===== src/ssm_pkg.sv =====
// Package with register map, field layout, encodings and timing counts for the supervisor control.
// Notes on behaviour
// - Full-performance core supervisor settles in about 2us.
// - Raising core level in full-performance mode causes reset.
// - Normal-mode core side settles in about 150us.
// - Interrupt within 1us of deep entry hangs if a hazard was latched at entry.
// - Hang cleared by reset or power-up clear.
// - Hazard needs fast core setup and supply drop, or a settle still pending.
// - Wake class fast unless core supervisor normal.
// - Manual core supervisor: off unless sleep-keep set.
// - Automatic core supervisor: normal only when keep+fullperf.
// - Core monitor follows enable, fullperf and auto.
// - Supply supervisor awake state follows enable and fullperf.
// - Supply supervisor sleeps like the core supervisor.
// - Supply monitor follows enable, fullperf and auto.
// - Hazard is supply unit normal awake, off asleep.
package ssm_pkg;
   localparam int          ADDR_W          = 8;
   localparam int          CNT_W           = 16;
   localparam logic [7:0]  OFS_CORE_CTRL   = 8'h00;
   localparam logic [7:0]  OFS_SUPPLY_CTRL = 8'h04;
   localparam logic [7:0]  OFS_POWER_FLAG  = 8'h08;
   localparam logic [7:0]  OFS_INT_STATUS  = 8'h0c;
   localparam logic [7:0]  OFS_INT_MASK    = 8'h10;
   localparam logic [7:0]  OFS_CORE_LEVEL  = 8'h14;
   localparam int          BIT_SUPV_EN     = 0;
   localparam int          BIT_SLEEP_KEEP  = 1;
   localparam int          BIT_SUPV_FP     = 2;
   localparam int          BIT_MON_EN      = 3;
   localparam int          BIT_MON_FP      = 4;
   localparam int          BIT_AUTO        = 5;
   localparam int          CTRL_W          = 6;
   localparam logic [5:0]  CTRL_RESET      = 6'h00;
   localparam int          INT_CORE_DONE   = 0;
   localparam int          INT_SUPPLY_DONE = 1;
   localparam int          INT_SUPV_RESET  = 2;
   localparam int          INT_WAKE_HANG   = 3;
   localparam int          INT_W           = 4;
   localparam logic [3:0]  INT_MASK_RESET  = 4'h0;
   localparam logic [1:0]  LEVEL_RESET     = 2'h0;
   localparam logic [2:0]  MODE_SLEEP2     = 3'h3;
   localparam int          CLK_PERIOD_NS   = 20;
   localparam int          SETTLE_FAST_NS  = 2000;
   localparam int          SETTLE_SLOW_NS  = 150000;
   localparam int          CORE_RAMP_NS    = 100000;
   localparam int          WAKE_WINDOW_NS  = 1000;
   localparam int          SETTLE_FAST_CYC = (SETTLE_FAST_NS + CLK_PERIOD_NS - 1) / CLK_PERIOD_NS;
   localparam int          SETTLE_SLOW_CYC = (SETTLE_SLOW_NS + CLK_PERIOD_NS - 1) / CLK_PERIOD_NS;
   localparam int          CORE_RAMP_CYC   = (CORE_RAMP_NS + CLK_PERIOD_NS - 1) / CLK_PERIOD_NS;
   localparam int          WAKE_WINDOW_CYC = WAKE_WINDOW_NS / CLK_PERIOD_NS;
   typedef enum logic [1:0] {
      SSM_OFF    = 2'b00,
      SSM_NORMAL = 2'b01,
      SSM_FULL   = 2'b10
   } ssm_unit_t;
   typedef enum logic [2:0] {
      SSM_ST_IDLE   = 3'b001,
      SSM_ST_WINDOW = 3'b010,
      SSM_ST_HUNG   = 3'b100
   } ssm_state_t;
endpackage


===== src/ssm_mode_decode.sv =====
// Per-mode state decode for one supervisor or monitor.
`timescale 1ns/1ps
`default_nettype none
module ssm_mode_decode import ssm_pkg::*; #(
   parameter bit IS_MONITOR = 1'b0
) (
   input  wire logic      enable_in,
   input  wire logic      sleep_keep_in,
   input  wire logic      fullperf_in,
   input  wire logic      auto_ctrl_in,
   input  wire logic      deep_in,
   output var ssm_unit_t  state_out
);
   wire ssm_unit_t awake_state = fullperf_in ? SSM_FULL : SSM_NORMAL;
   wire            keep_awake  = IS_MONITOR ? 1'b1 : sleep_keep_in;
   wire            auto_normal = IS_MONITOR ? fullperf_in : (sleep_keep_in & fullperf_in);
   always_comb begin
      if (!enable_in) begin
         state_out = SSM_OFF;
      end else if (!deep_in) begin
         state_out = awake_state;
      end else if (auto_ctrl_in) begin
         state_out = auto_normal ? SSM_NORMAL : SSM_OFF;
      end else begin
         state_out = keep_awake ? awake_state : SSM_OFF;
      end
   end
endmodule
`default_nettype wire


===== src/ssm_settle_timer.sv =====
// Comparator settling timer with a pending flag and a completion pulse.
`timescale 1ns/1ps
`default_nettype none
module ssm_settle_timer import ssm_pkg::*; #(
   parameter int FAST_CYCLES = SETTLE_FAST_CYC,
   parameter int SLOW_CYCLES = SETTLE_SLOW_CYC
) (
   input  wire logic      clock_in,
   input  wire logic      reset_n_in,
   input  wire logic      start_in,
   input  wire logic      slow_in,
   output logic           busy_out,
   output logic           done_out
);
   logic [CNT_W-1:0] count;
   wire  [CNT_W-1:0] load = slow_in ? CNT_W'(SLOW_CYCLES) : CNT_W'(FAST_CYCLES);
   assign done_out = busy_out && (count == CNT_W'(1)) && !start_in;
   always_ff @(posedge clock_in or negedge reset_n_in) begin
      if (!reset_n_in) begin
         count    <= '0;
         busy_out <= 1'b0;
      end else if (start_in) begin
         count    <= load;
         busy_out <= 1'b1;
      end else if (busy_out) begin
         count    <= count - CNT_W'(1);
         busy_out <= (count != CNT_W'(1));
      end
   end
   // A restart may switch speed and shorten the wait, so the checks run from the last start.
   logic [CNT_W-1:0] age;
   logic             age_slow;
   always_ff @(posedge clock_in or negedge reset_n_in) begin
      if (!reset_n_in) begin
         age      <= '0;
         age_slow <= 1'b0;
      end else if (start_in) begin
         age      <= CNT_W'(1);
         age_slow <= slow_in;
      end else if (busy_out) begin
         age      <= age + CNT_W'(1);
      end
   end
   property p_fast_hold;
      @(posedge clock_in) disable iff (!reset_n_in)
         (!age_slow && age != '0 && age <= CNT_W'(FAST_CYCLES)) |-> busy_out;
   endproperty
   a_fast_hold: assert property (p_fast_hold) else $error("Fast settle ended early.");
   property p_slow_hold;
      @(posedge clock_in) disable iff (!reset_n_in)
         (age_slow && age != '0 && age <= CNT_W'(SLOW_CYCLES)) |-> busy_out;
   endproperty
   a_slow_hold: assert property (p_slow_hold) else $error("Slow settle ended early.");
endmodule
`default_nettype wire


===== src/ssm_top.sv =====
// Supervisor mode control with settling timers, wake hazard tracking and an APB register file.
`timescale 1ns/1ps
`default_nettype none
module ssm_top import ssm_pkg::*; #(
   parameter int SLOW_SETTLE_CYCLES = SETTLE_SLOW_CYC,
   parameter int CORE_RAMP_CYCLES   = CORE_RAMP_CYC
) (
   input  wire logic               clock_in,
   input  wire logic               reset_n_in,
   input  wire logic [ADDR_W-1:0]  paddr_in,
   input  wire logic               psel_in,
   input  wire logic               penable_in,
   input  wire logic               pwrite_in,
   input  wire logic [31:0]        pwdata_in,
   output logic      [31:0]        prdata_out,
   output logic                    pready_out,
   output logic                    pslverr_out,
   input  wire logic [2:0]         power_mode_in,
   input  wire logic               wake_irq_in,
   input  wire logic               power_up_clear_in,
   output var ssm_unit_t           core_supv_state_out,
   output var ssm_unit_t           core_mon_state_out,
   output var ssm_unit_t           supply_supv_state_out,
   output var ssm_unit_t           supply_mon_state_out,
   output logic                    wake_fast_out,
   output logic                    core_delay_pending_out,
   output logic                    supply_delay_pending_out,
   output logic                    supv_reset_out,
   output logic                    cpu_wake_out,
   output logic                    wake_hang_out,
   output logic                    irq_out
);
   logic [CTRL_W-1:0] core_side_control;
   logic [CTRL_W-1:0] supply_side_control;
   logic [INT_W-1:0]  int_status;
   logic [INT_W-1:0]  int_mask;
   logic [1:0]        core_level;
   logic [CNT_W-1:0]  ramp_count;
   logic [CNT_W-1:0]  window_count;
   logic              deep_prev;
   logic              hazard_latched;
   ssm_state_t        state;
   ssm_state_t        next_state;

   // Bus decode.
   wire setup_phase  = psel_in && !penable_in;
   wire access_done  = psel_in && penable_in && pready_out;
   wire write_done   = access_done && pwrite_in;
   wire hit_core     = (paddr_in == OFS_CORE_CTRL);
   wire hit_supply   = (paddr_in == OFS_SUPPLY_CTRL);
   wire hit_flag     = (paddr_in == OFS_POWER_FLAG);
   wire hit_status   = (paddr_in == OFS_INT_STATUS);
   wire hit_mask     = (paddr_in == OFS_INT_MASK);
   wire hit_level    = (paddr_in == OFS_CORE_LEVEL);
   wire mapped       = hit_core | hit_supply | hit_flag | hit_status | hit_mask | hit_level;
   wire wr_core      = write_done && hit_core;
   wire wr_supply    = write_done && hit_supply;
   wire wr_status    = write_done && hit_status;
   wire wr_mask      = write_done && hit_mask;
   wire wr_level     = write_done && hit_level;
   wire level_raise  = wr_level && (pwdata_in[1:0] > core_level);

   // Control fields.
   wire core_supv_enable       = core_side_control[BIT_SUPV_EN];
   wire core_supv_sleep_keep   = core_side_control[BIT_SLEEP_KEEP];
   wire core_supv_fullperf     = core_side_control[BIT_SUPV_FP];
   wire core_mon_enable        = core_side_control[BIT_MON_EN];
   wire core_mon_fullperf      = core_side_control[BIT_MON_FP];
   wire core_auto_ctrl         = core_side_control[BIT_AUTO];
   wire supply_supv_enable     = supply_side_control[BIT_SUPV_EN];
   wire supply_supv_sleep_keep = supply_side_control[BIT_SLEEP_KEEP];
   wire supply_supv_fullperf   = supply_side_control[BIT_SUPV_FP];
   wire supply_mon_enable      = supply_side_control[BIT_MON_EN];
   wire supply_mon_fullperf    = supply_side_control[BIT_MON_FP];
   wire supply_auto_ctrl       = supply_side_control[BIT_AUTO];

   // Power mode decode.
   wire deep        = (power_mode_in >= MODE_SLEEP2);
   wire deep_entry  = deep && !deep_prev;
   wire core_fast   = !core_supv_enable || core_supv_fullperf;
   wire supply_supv_drop = supply_supv_enable && !supply_supv_fullperf
                           && (!supply_supv_sleep_keep || supply_auto_ctrl);
   wire supply_mon_drop  = supply_mon_enable && !supply_mon_fullperf && supply_auto_ctrl;
   wire config_hazard = core_fast && (supply_supv_drop || supply_mon_drop);
   wire pending_any   = core_delay_pending_out || supply_delay_pending_out;
   wire hazard_now    = config_hazard || pending_any;

   // Settling timers.
   wire core_start   = wr_core || level_raise;
   wire written_slow = pwdata_in[BIT_SUPV_EN] && !pwdata_in[BIT_SUPV_FP];
   wire core_slow    = wr_core ? written_slow : (core_supv_enable && !core_supv_fullperf);
   wire supply_slow  = wr_supply ? written_slow : (supply_supv_enable && !supply_supv_fullperf);
   wire ramp_busy    = (ramp_count != '0);
   wire core_done;
   wire supply_done;
   wire core_fp_live = core_supv_enable && core_supv_fullperf;
   wire reset_event  = core_done && ramp_busy && core_fp_live;

   ssm_settle_timer #(
      .FAST_CYCLES (SETTLE_FAST_CYC),
      .SLOW_CYCLES (SLOW_SETTLE_CYCLES)
   ) u_core_timer (
      .clock_in   (clock_in),
      .reset_n_in (reset_n_in),
      .start_in   (core_start),
      .slow_in    (core_slow),
      .busy_out   (core_delay_pending_out),
      .done_out   (core_done)
   );
   ssm_settle_timer #(
      .FAST_CYCLES (SETTLE_FAST_CYC),
      .SLOW_CYCLES (SLOW_SETTLE_CYCLES)
   ) u_supply_timer (
      .clock_in   (clock_in),
      .reset_n_in (reset_n_in),
      .start_in   (wr_supply),
      .slow_in    (supply_slow),
      .busy_out   (supply_delay_pending_out),
      .done_out   (supply_done)
   );

   // Unit state decode.
   ssm_unit_t next_core_supv;
   ssm_unit_t next_core_mon;
   ssm_unit_t next_supply_supv;
   ssm_unit_t next_supply_mon;
   ssm_mode_decode #(.IS_MONITOR (1'b0)) u_core_supv (
      .enable_in     (core_supv_enable),
      .sleep_keep_in (core_supv_sleep_keep),
      .fullperf_in   (core_supv_fullperf),
      .auto_ctrl_in  (core_auto_ctrl),
      .deep_in       (deep),
      .state_out     (next_core_supv)
   );
   ssm_mode_decode #(.IS_MONITOR (1'b1)) u_core_mon (
      .enable_in     (core_mon_enable),
      .sleep_keep_in (1'b0),
      .fullperf_in   (core_mon_fullperf),
      .auto_ctrl_in  (core_auto_ctrl),
      .deep_in       (deep),
      .state_out     (next_core_mon)
   );
   ssm_mode_decode #(.IS_MONITOR (1'b0)) u_supply_supv (
      .enable_in     (supply_supv_enable),
      .sleep_keep_in (supply_supv_sleep_keep),
      .fullperf_in   (supply_supv_fullperf),
      .auto_ctrl_in  (supply_auto_ctrl),
      .deep_in       (deep),
      .state_out     (next_supply_supv)
   );
   ssm_mode_decode #(.IS_MONITOR (1'b1)) u_supply_mon (
      .enable_in     (supply_mon_enable),
      .sleep_keep_in (1'b0),
      .fullperf_in   (supply_mon_fullperf),
      .auto_ctrl_in  (supply_auto_ctrl),
      .deep_in       (deep),
      .state_out     (next_supply_mon)
   );

   // Wake hazard state machine.
   wire window_end = (window_count == '0);
   always_comb begin
      next_state = state;
      unique case (state)
         SSM_ST_IDLE: begin
            if (deep_entry) begin
               next_state = SSM_ST_WINDOW;
            end
         end
         SSM_ST_WINDOW: begin
            if (wake_irq_in && hazard_latched) begin
               next_state = SSM_ST_HUNG;
            end else if (!deep || window_end) begin
               next_state = SSM_ST_IDLE;
            end
         end
         SSM_ST_HUNG: begin
            if (power_up_clear_in) begin
               next_state = SSM_ST_IDLE;
            end
         end
         default: begin
            next_state = SSM_ST_IDLE;
         end
      endcase
   end
   wire hang_event = (state == SSM_ST_WINDOW) && (next_state == SSM_ST_HUNG);
   wire next_hung  = (next_state == SSM_ST_HUNG);

   // Register read mux.
   wire [31:0] read_mux =
      hit_core   ? {26'h0, core_side_control} :
      hit_supply ? {26'h0, supply_side_control} :
      hit_flag   ? {29'h0, wake_hang_out, supply_delay_pending_out, core_delay_pending_out} :
      hit_status ? {28'h0, int_status} :
      hit_mask   ? {28'h0, int_mask} :
      hit_level  ? {30'h0, core_level} : 32'h0;
   wire [INT_W-1:0] int_events = {hang_event, reset_event, supply_done, core_done};
   wire [INT_W-1:0] int_clear  = wr_status ? pwdata_in[INT_W-1:0] : '0;
   // Setting wins over a write-one clear in the same cycle.
   wire [INT_W-1:0] next_status = (int_status & ~int_clear) | int_events;

   always_ff @(posedge clock_in or negedge reset_n_in) begin
      if (!reset_n_in) begin
         pready_out  <= 1'b0;
         pslverr_out <= 1'b0;
         prdata_out  <= 32'h0;
      end else begin
         pready_out  <= setup_phase;
         pslverr_out <= setup_phase && !mapped;
         prdata_out  <= (setup_phase && !pwrite_in) ? read_mux : 32'h0;
      end
   end

   always_ff @(posedge clock_in or negedge reset_n_in) begin
      if (!reset_n_in) begin
         core_side_control   <= CTRL_RESET;
         supply_side_control <= CTRL_RESET;
         int_mask            <= INT_MASK_RESET;
         core_level          <= LEVEL_RESET;
      end else begin
         if (wr_core) core_side_control <= pwdata_in[CTRL_W-1:0];
         if (wr_supply) supply_side_control <= pwdata_in[CTRL_W-1:0];
         if (wr_mask) int_mask <= pwdata_in[INT_W-1:0];
         if (wr_level) core_level <= pwdata_in[1:0];
      end
   end

   always_ff @(posedge clock_in or negedge reset_n_in) begin
      if (!reset_n_in) begin
         int_status <= '0;
         irq_out    <= 1'b0;
      end else begin
         int_status <= next_status;
         irq_out    <= |(next_status & int_mask);
      end
   end

   // The ramp models the core rail climbing; the supervisor may only judge it afterwards.
   always_ff @(posedge clock_in or negedge reset_n_in) begin
      if (!reset_n_in) begin
         ramp_count     <= '0;
         supv_reset_out <= 1'b0;
      end else begin
         if (level_raise) begin
            ramp_count <= CNT_W'(CORE_RAMP_CYCLES);
         end else if (ramp_busy) begin
            ramp_count <= ramp_count - CNT_W'(1);
         end
         supv_reset_out <= reset_event;
      end
   end

   always_ff @(posedge clock_in or negedge reset_n_in) begin
      if (!reset_n_in) begin
         state          <= SSM_ST_IDLE;
         deep_prev      <= 1'b0;
         hazard_latched <= 1'b0;
         window_count   <= '0;
         wake_hang_out  <= 1'b0;
         cpu_wake_out   <= 1'b0;
      end else begin
         state         <= next_state;
         deep_prev     <= deep;
         wake_hang_out <= next_hung;
         cpu_wake_out  <= wake_irq_in && !next_hung;
         if (deep_entry) begin
            hazard_latched <= hazard_now;
            window_count   <= CNT_W'(WAKE_WINDOW_CYC - 1);
         end else if (!window_end) begin
            window_count <= window_count - CNT_W'(1);
         end
      end
   end

   always_ff @(posedge clock_in or negedge reset_n_in) begin
      if (!reset_n_in) begin
         core_supv_state_out   <= SSM_OFF;
         core_mon_state_out    <= SSM_OFF;
         supply_supv_state_out <= SSM_OFF;
         supply_mon_state_out  <= SSM_OFF;
         wake_fast_out         <= 1'b1;
      end else begin
         core_supv_state_out   <= next_core_supv;
         core_mon_state_out    <= next_core_mon;
         supply_supv_state_out <= next_supply_supv;
         supply_mon_state_out  <= next_supply_mon;
         wake_fast_out         <= core_fast;
      end
   end

   property p_pending_set;
      @(posedge clock_in) disable iff (!reset_n_in)
         wr_core |=> core_delay_pending_out ##1 core_delay_pending_out;
   endproperty
   a_pending_set: assert property (p_pending_set) else $error("Core pending flag not raised.");

   // Counts how long full performance stays untouched after a level raise.
   logic [CNT_W-1:0] fp_raise_age;
   wire fp_untouched = core_fp_live && !core_start;
   wire fp_age_live  = (fp_raise_age != '0) && fp_untouched;
   always_ff @(posedge clock_in or negedge reset_n_in) begin
      if (!reset_n_in) begin
         fp_raise_age <= '0;
      end else if (level_raise && core_fp_live && !wr_core) begin
         fp_raise_age <= CNT_W'(1);
      end else if (fp_age_live && fp_raise_age < CNT_W'(SETTLE_FAST_CYC)) begin
         fp_raise_age <= fp_raise_age + CNT_W'(1);
      end else begin
         fp_raise_age <= '0;
      end
   end
   property p_fp_reset;
      @(posedge clock_in) disable iff (!reset_n_in)
         (fp_raise_age == CNT_W'(SETTLE_FAST_CYC) && fp_untouched) |=> supv_reset_out;
   endproperty
   a_fp_reset: assert property (p_fp_reset) else $error("No reset after raise in fast mode.");

   property p_hang;
      @(posedge clock_in) disable iff (!reset_n_in)
         (state == SSM_ST_WINDOW && wake_irq_in && hazard_latched)
         |=> wake_hang_out && !cpu_wake_out;
   endproperty
   a_hang: assert property (p_hang) else $error("Missed wake-up not entered.");

   property p_recover;
      @(posedge clock_in) disable iff (!reset_n_in)
         (wake_hang_out && power_up_clear_in) |=> !wake_hang_out;
   endproperty
   a_recover: assert property (p_recover) else $error("Power-up clear did not recover.");

   property p_wake_class;
      @(posedge clock_in) disable iff (!reset_n_in)
         (core_supv_enable && !core_supv_fullperf) ##1 $stable(core_side_control)
         |-> !wake_fast_out;
   endproperty
   a_wake_class: assert property (p_wake_class) else $error("Wake class wrong.");

   property p_core_manual_off;
      @(posedge clock_in) disable iff (!reset_n_in)
         (deep && !core_auto_ctrl && !core_supv_sleep_keep) |=> core_supv_state_out == SSM_OFF;
   endproperty
   a_core_manual_off: assert property (p_core_manual_off) else $error("Core supervisor on.");

   property p_core_auto;
      @(posedge clock_in) disable iff (!reset_n_in)
         (deep && core_auto_ctrl && core_supv_enable) |=>
         core_supv_state_out == (($past(core_supv_sleep_keep) && $past(core_supv_fullperf))
                                 ? SSM_NORMAL : SSM_OFF);
   endproperty
   a_core_auto: assert property (p_core_auto) else $error("Core auto state wrong.");

   property p_supply_awake;
      @(posedge clock_in) disable iff (!reset_n_in)
         (!deep && supply_supv_enable && supply_supv_fullperf)
         |=> supply_supv_state_out == SSM_FULL;
   endproperty
   a_supply_awake: assert property (p_supply_awake) else $error("Supply supervisor not full.");

   property p_mon_auto;
      @(posedge clock_in) disable iff (!reset_n_in)
         (deep && supply_auto_ctrl && supply_mon_enable && !supply_mon_fullperf)
         |=> supply_mon_state_out == SSM_OFF;
   endproperty
   a_mon_auto: assert property (p_mon_auto) else $error("Supply monitor not off.");
endmodule
`default_nettype wire


===== config.mk =====
export PLATFORM = sky130hd
export DESIGN_NAME = ssm_top
export DESIGN_NICKNAME = d
export VERILOG_FILES = /design/src/ssm_pkg.sv /design/src/ssm_mode_decode.sv /design/src/ssm_settle_timer.sv /design/src/ssm_top.sv
export SDC_FILE = /design/constraint.sdc
export NUM_CORES = 1
export LEC_CHECK = 0
export BUFFER_PORTS_ARGS = -buffer_cell sky130_fd_sc_hd__buf_2
export CAP_MARGIN = 15
export CELL_PAD_IN_SITES_DETAIL_PLACEMENT = 0
export CELL_PAD_IN_SITES_GLOBAL_PLACEMENT = 1
export CORE_UTILIZATION = 45
export DETAILED_ROUTE_END_ITERATION = 7
export GPL_ROUTABILITY_DRIVEN = 0
export GPL_TIMING_DRIVEN = 0
export PLACE_DENSITY = 0.83
export SKIP_LAST_GASP = 1
export SLEW_MARGIN = 5
export SYNTH_ARGS = -nofsm -noshare
export SYNTH_HDL_FRONTEND = slang
export SYNTH_SLANG_ARGS = --single-unit

===== constraint.sdc =====
create_clock -name clock_in -period 4.7 [get_ports clock_in]
set_clock_uncertainty 0.1 [all_clocks]
set_input_delay 0.94 -clock clock_in [delete_from_list [all_inputs] [get_ports clock_in]]
set_output_delay 0.94 -clock clock_in [all_outputs]
set_load 0.01 [all_outputs]

==> metrics.csv <==
stage;metric;value;unit
route;vias;4479;
die;die_w;115;um
grt;globalRouteTotalUtil;0.210;
clock_tree;clk_latency;420;ps
pwr;worst_ir_drop_vdd;264;uV
logic_synthesis;async_reset_ff_frac;1.00;
route;totalWireLength;12.7;mm
grt;overflow;0;
worst_setup_path;required;4880;ps
die;core_area;12600;um^2
cells_and_area;final_cells;872;
logic_synthesis;synth_edf_count;0;
worst_setup_path;crit_fanout;10;
pwr;switchingPower;0.686;mW
route;wl_per_cell;14.6;um
logic_synthesis;ys_warn_count;0;
worst_setup_path;cp-start-kind;input port;
logic_synthesis;ys_seq_area_frac;0.494;
place;dp_cells;840;
logic_synthesis;dominantRegCellSynth;dfrtp_1;
route;drt_pass1_iterations;4;
die;dieArea;13300;um^2
clock_tree;hold_buffers;0;
cells_and_area;n_antenna_cell;0;
sta;slew_headroom;0.459;
pwr;clkPwrFrac;0.472;
logic_synthesis;yosysUniqueCellTypes;55;
pwr;p_comb_frac;0.102;
logic_synthesis;synth_area;5780;um^2
worst_setup_path;path_cells;buf_2 > or3_1 > or4_1 > buf_2 > nor3_1 > clkbuf_1 > nor2_1;
clock_tree;clockRootBuffer;clkbuf_16;
sta;fin_crit_sh;0.634;
pwr;p_leak;3.08;nW
worst_setup_path;crit_top_cell;buf_2;
worst_setup_path;path_delay_family;simple AND/OR/NAND/NOR gates;
cells_and_area;drive_above_1_share;0.200;
worst_setup_path;path_buf_inv;3;
sta;period_minus_slack;2980;ps
clock_tree;cts_buffers;17;
outcome;outcome;complete, no violations;
route;ant_nets;0;
worst_setup_path;cp.arrival;3160;ps
place;place_hpwl;9.01;mm
pwr;power_frac_seq;0.426;
sta;tightest_slew;801;ps
route;drc;0;
cells_and_area;area_growth;20.3;%
die;io_pins;99;
place;io_buffer_count;45;
clock_tree;clock_path_buffers;2;
sta;grt_setup_unrepaired;false;
sta;finalSetupViolCount;0;
worst_setup_path;cp-end-kind;flop;
grt;grt_max_degree;76;
pwr;switching_share;0.251;
die;row_count;41;
die;dieHeight;115;um
sta;worst_hold_slack;336;ps
logic_synthesis;synthCells;597;
worst_setup_path;slowest_delay;580;ps
cells_and_area;postLayoutCoreUtil;0.553;
worst_setup_path;worst_path_max_delay_cell;nor3_1;
clock_tree;htreeDepth;4;
clock_tree;clock_sinks;114;
sta;final.setup.tns;0;ps
grt;grt_first_pass_wirelength;21.1;mm
route;via_per_inst;5.14;
logic_synthesis;avgSynthCellArea;9.68;um^2
pwr;p_int;2.05;mW
worst_hold_path;hp-class;input port to async pin;
pwr;p_per_area;394;nW/um^2
cells_and_area;fin_nets;747;
sta;fmax;336;MHz
cells_and_area;final_cell_mix;dfrtp_1 (112), nor2_1 (77), buf_2 (51);
sta;maxSlewViolCount;0;
logic_synthesis;ys_ff_latch;114;
grt;first_global_vias;4289;
clock_tree;clk_pin_slew;50;ps
clock_tree;cts_tree;built;
worst_setup_path;crit_type;input port to flop;
clock_tree;postCtsSetupBuffers;0;
die;start_util;0.460;
cells_and_area;layout_commonest_cell;dfrtp_1;
route;drt_iter0_drc;243;
flow_run;maxCapViolations;0;
grt;antenna_found_initial;0;
clock_tree;cts_resized;0;
sta;hold_violations;0;
-- layout make-up --
cell class | count | area, um^2
fillers | 1136 | 5620
flip-flops and latches | 114 | 2860
multi-input cells | 439 | 2640
clock buffers | 24 | 502
plain buffers | 46 | 294
repair buffers | 46 | 259
well taps | 172 | 215
clock inverters | 8 | 100
inverters | 23 | 86.3
-- path summary, 6_finish.rpt --
path / startpoint / to / slack [ps] / cells past startpoint
worst max-delay path: paddr_in[1] / ramp_count[5] / 1720 / 7
worst min-delay path: reset_n_in / window_count[14] / 340 / 1
worst max register to register: core_level[1] / ramp_count[5] / 2130 / 7
worst min register to register: ramp_count[7] / ramp_count[7] / 410 / 2
max in group asynchronous: reset_n_in / wake_fast_out / 3460 / 2
min in group clock_in: ramp_count[7] / ramp_count[7] / 410 / 2
-- per-layer routing --
layer / global-route usage / vias to the layer above / share of wire
li1: - / 2197 / -
met1: 0.280 / 2183 / 0.48
met2: 0.326 / 85 / 0.47
met3: 0.0601 / 14 / 0.036
met4: 0.0745 / 0 / 0.011
met5: 0 / - / 0
-- through the flow --
step	setup slack (ps)	power (mW)	area [um^2]
after floorplan	1640	1.36	5870
after global placement	1210	1.44	6310
after detailed placement	1280	1.46	6340
after CTS	1720	2.76	6950
after global routing	1550	2.85	6950
final	1720	2.73	6950
-- state kept, by name, indices dropped and copies added (netlist names), 6 cells and up --
name / count
prdata_out: 6
core_side_control: 6
supply_side_control: 6
ramp_count: 16
u_supply_timer.count: 16
window_count: 16
u_core_timer.count: 16
-- power by group through the flow --
stage               registers (mW)  logic [mW]  clock network, mW
floorplan                     1.16       0.201                  0
global placement              1.17       0.265                  0
detailed placement            1.18       0.279                  0
CTS                           1.16       0.281               1.32
global route                  1.18       0.318               1.36
finish                        1.16       0.279               1.29
-- synth_stat cells (6+ instances only) --
| library cell | number | share of area |
|---|---|---|
| a21oi_1 | 19 | 0.016 |
| buf_2 | 7 | 0.0061 |
| buf_4 | 26 | 0.034 |
| clkbuf_1 | 11 | 0.0071 |
| dfrtp_1 | 112 | 0.49 |
| ha_1 | 10 | 0.022 |
| inv_1 | 23 | 0.015 |
| mux2_2 | 13 | 0.025 |
| mux2i_1 | 8 | 0.014 |
| nand2_1 | 47 | 0.031 |
| nand2b_1 | 12 | 0.013 |
| nand3_1 | 11 | 0.0095 |
| nor2_1 | 77 | 0.050 |
| nor3_1 | 31 | 0.027 |
| nor4_1 | 18 | 0.019 |
| o21ai_0 | 28 | 0.024 |
| or3_1 | 14 | 0.015 |
| or4_1 | 6 | 0.0078 |
| xnor2_1 | 28 | 0.042 |
| xor2_1 | 17 | 0.026 |
-- cells by family (layout without fill, tap and decap cells) --
family	after synthesis	in the layout	share of synthesized area
AO/OA/AOI/OAI	86	86	0.0929
XOR/XNOR	45	45	0.0682
adder cells (fa/ha/maj)	10	10	0.0217
buffers and inverters	69	147	0.0658
flip-flops	114	114	0.494
multiplexers	21	21	0.0392
other	1	26	0.000649
AND/OR/NAND/NOR	251	251	0.217
Note: power is estimated with default switching activity, not from simulation.
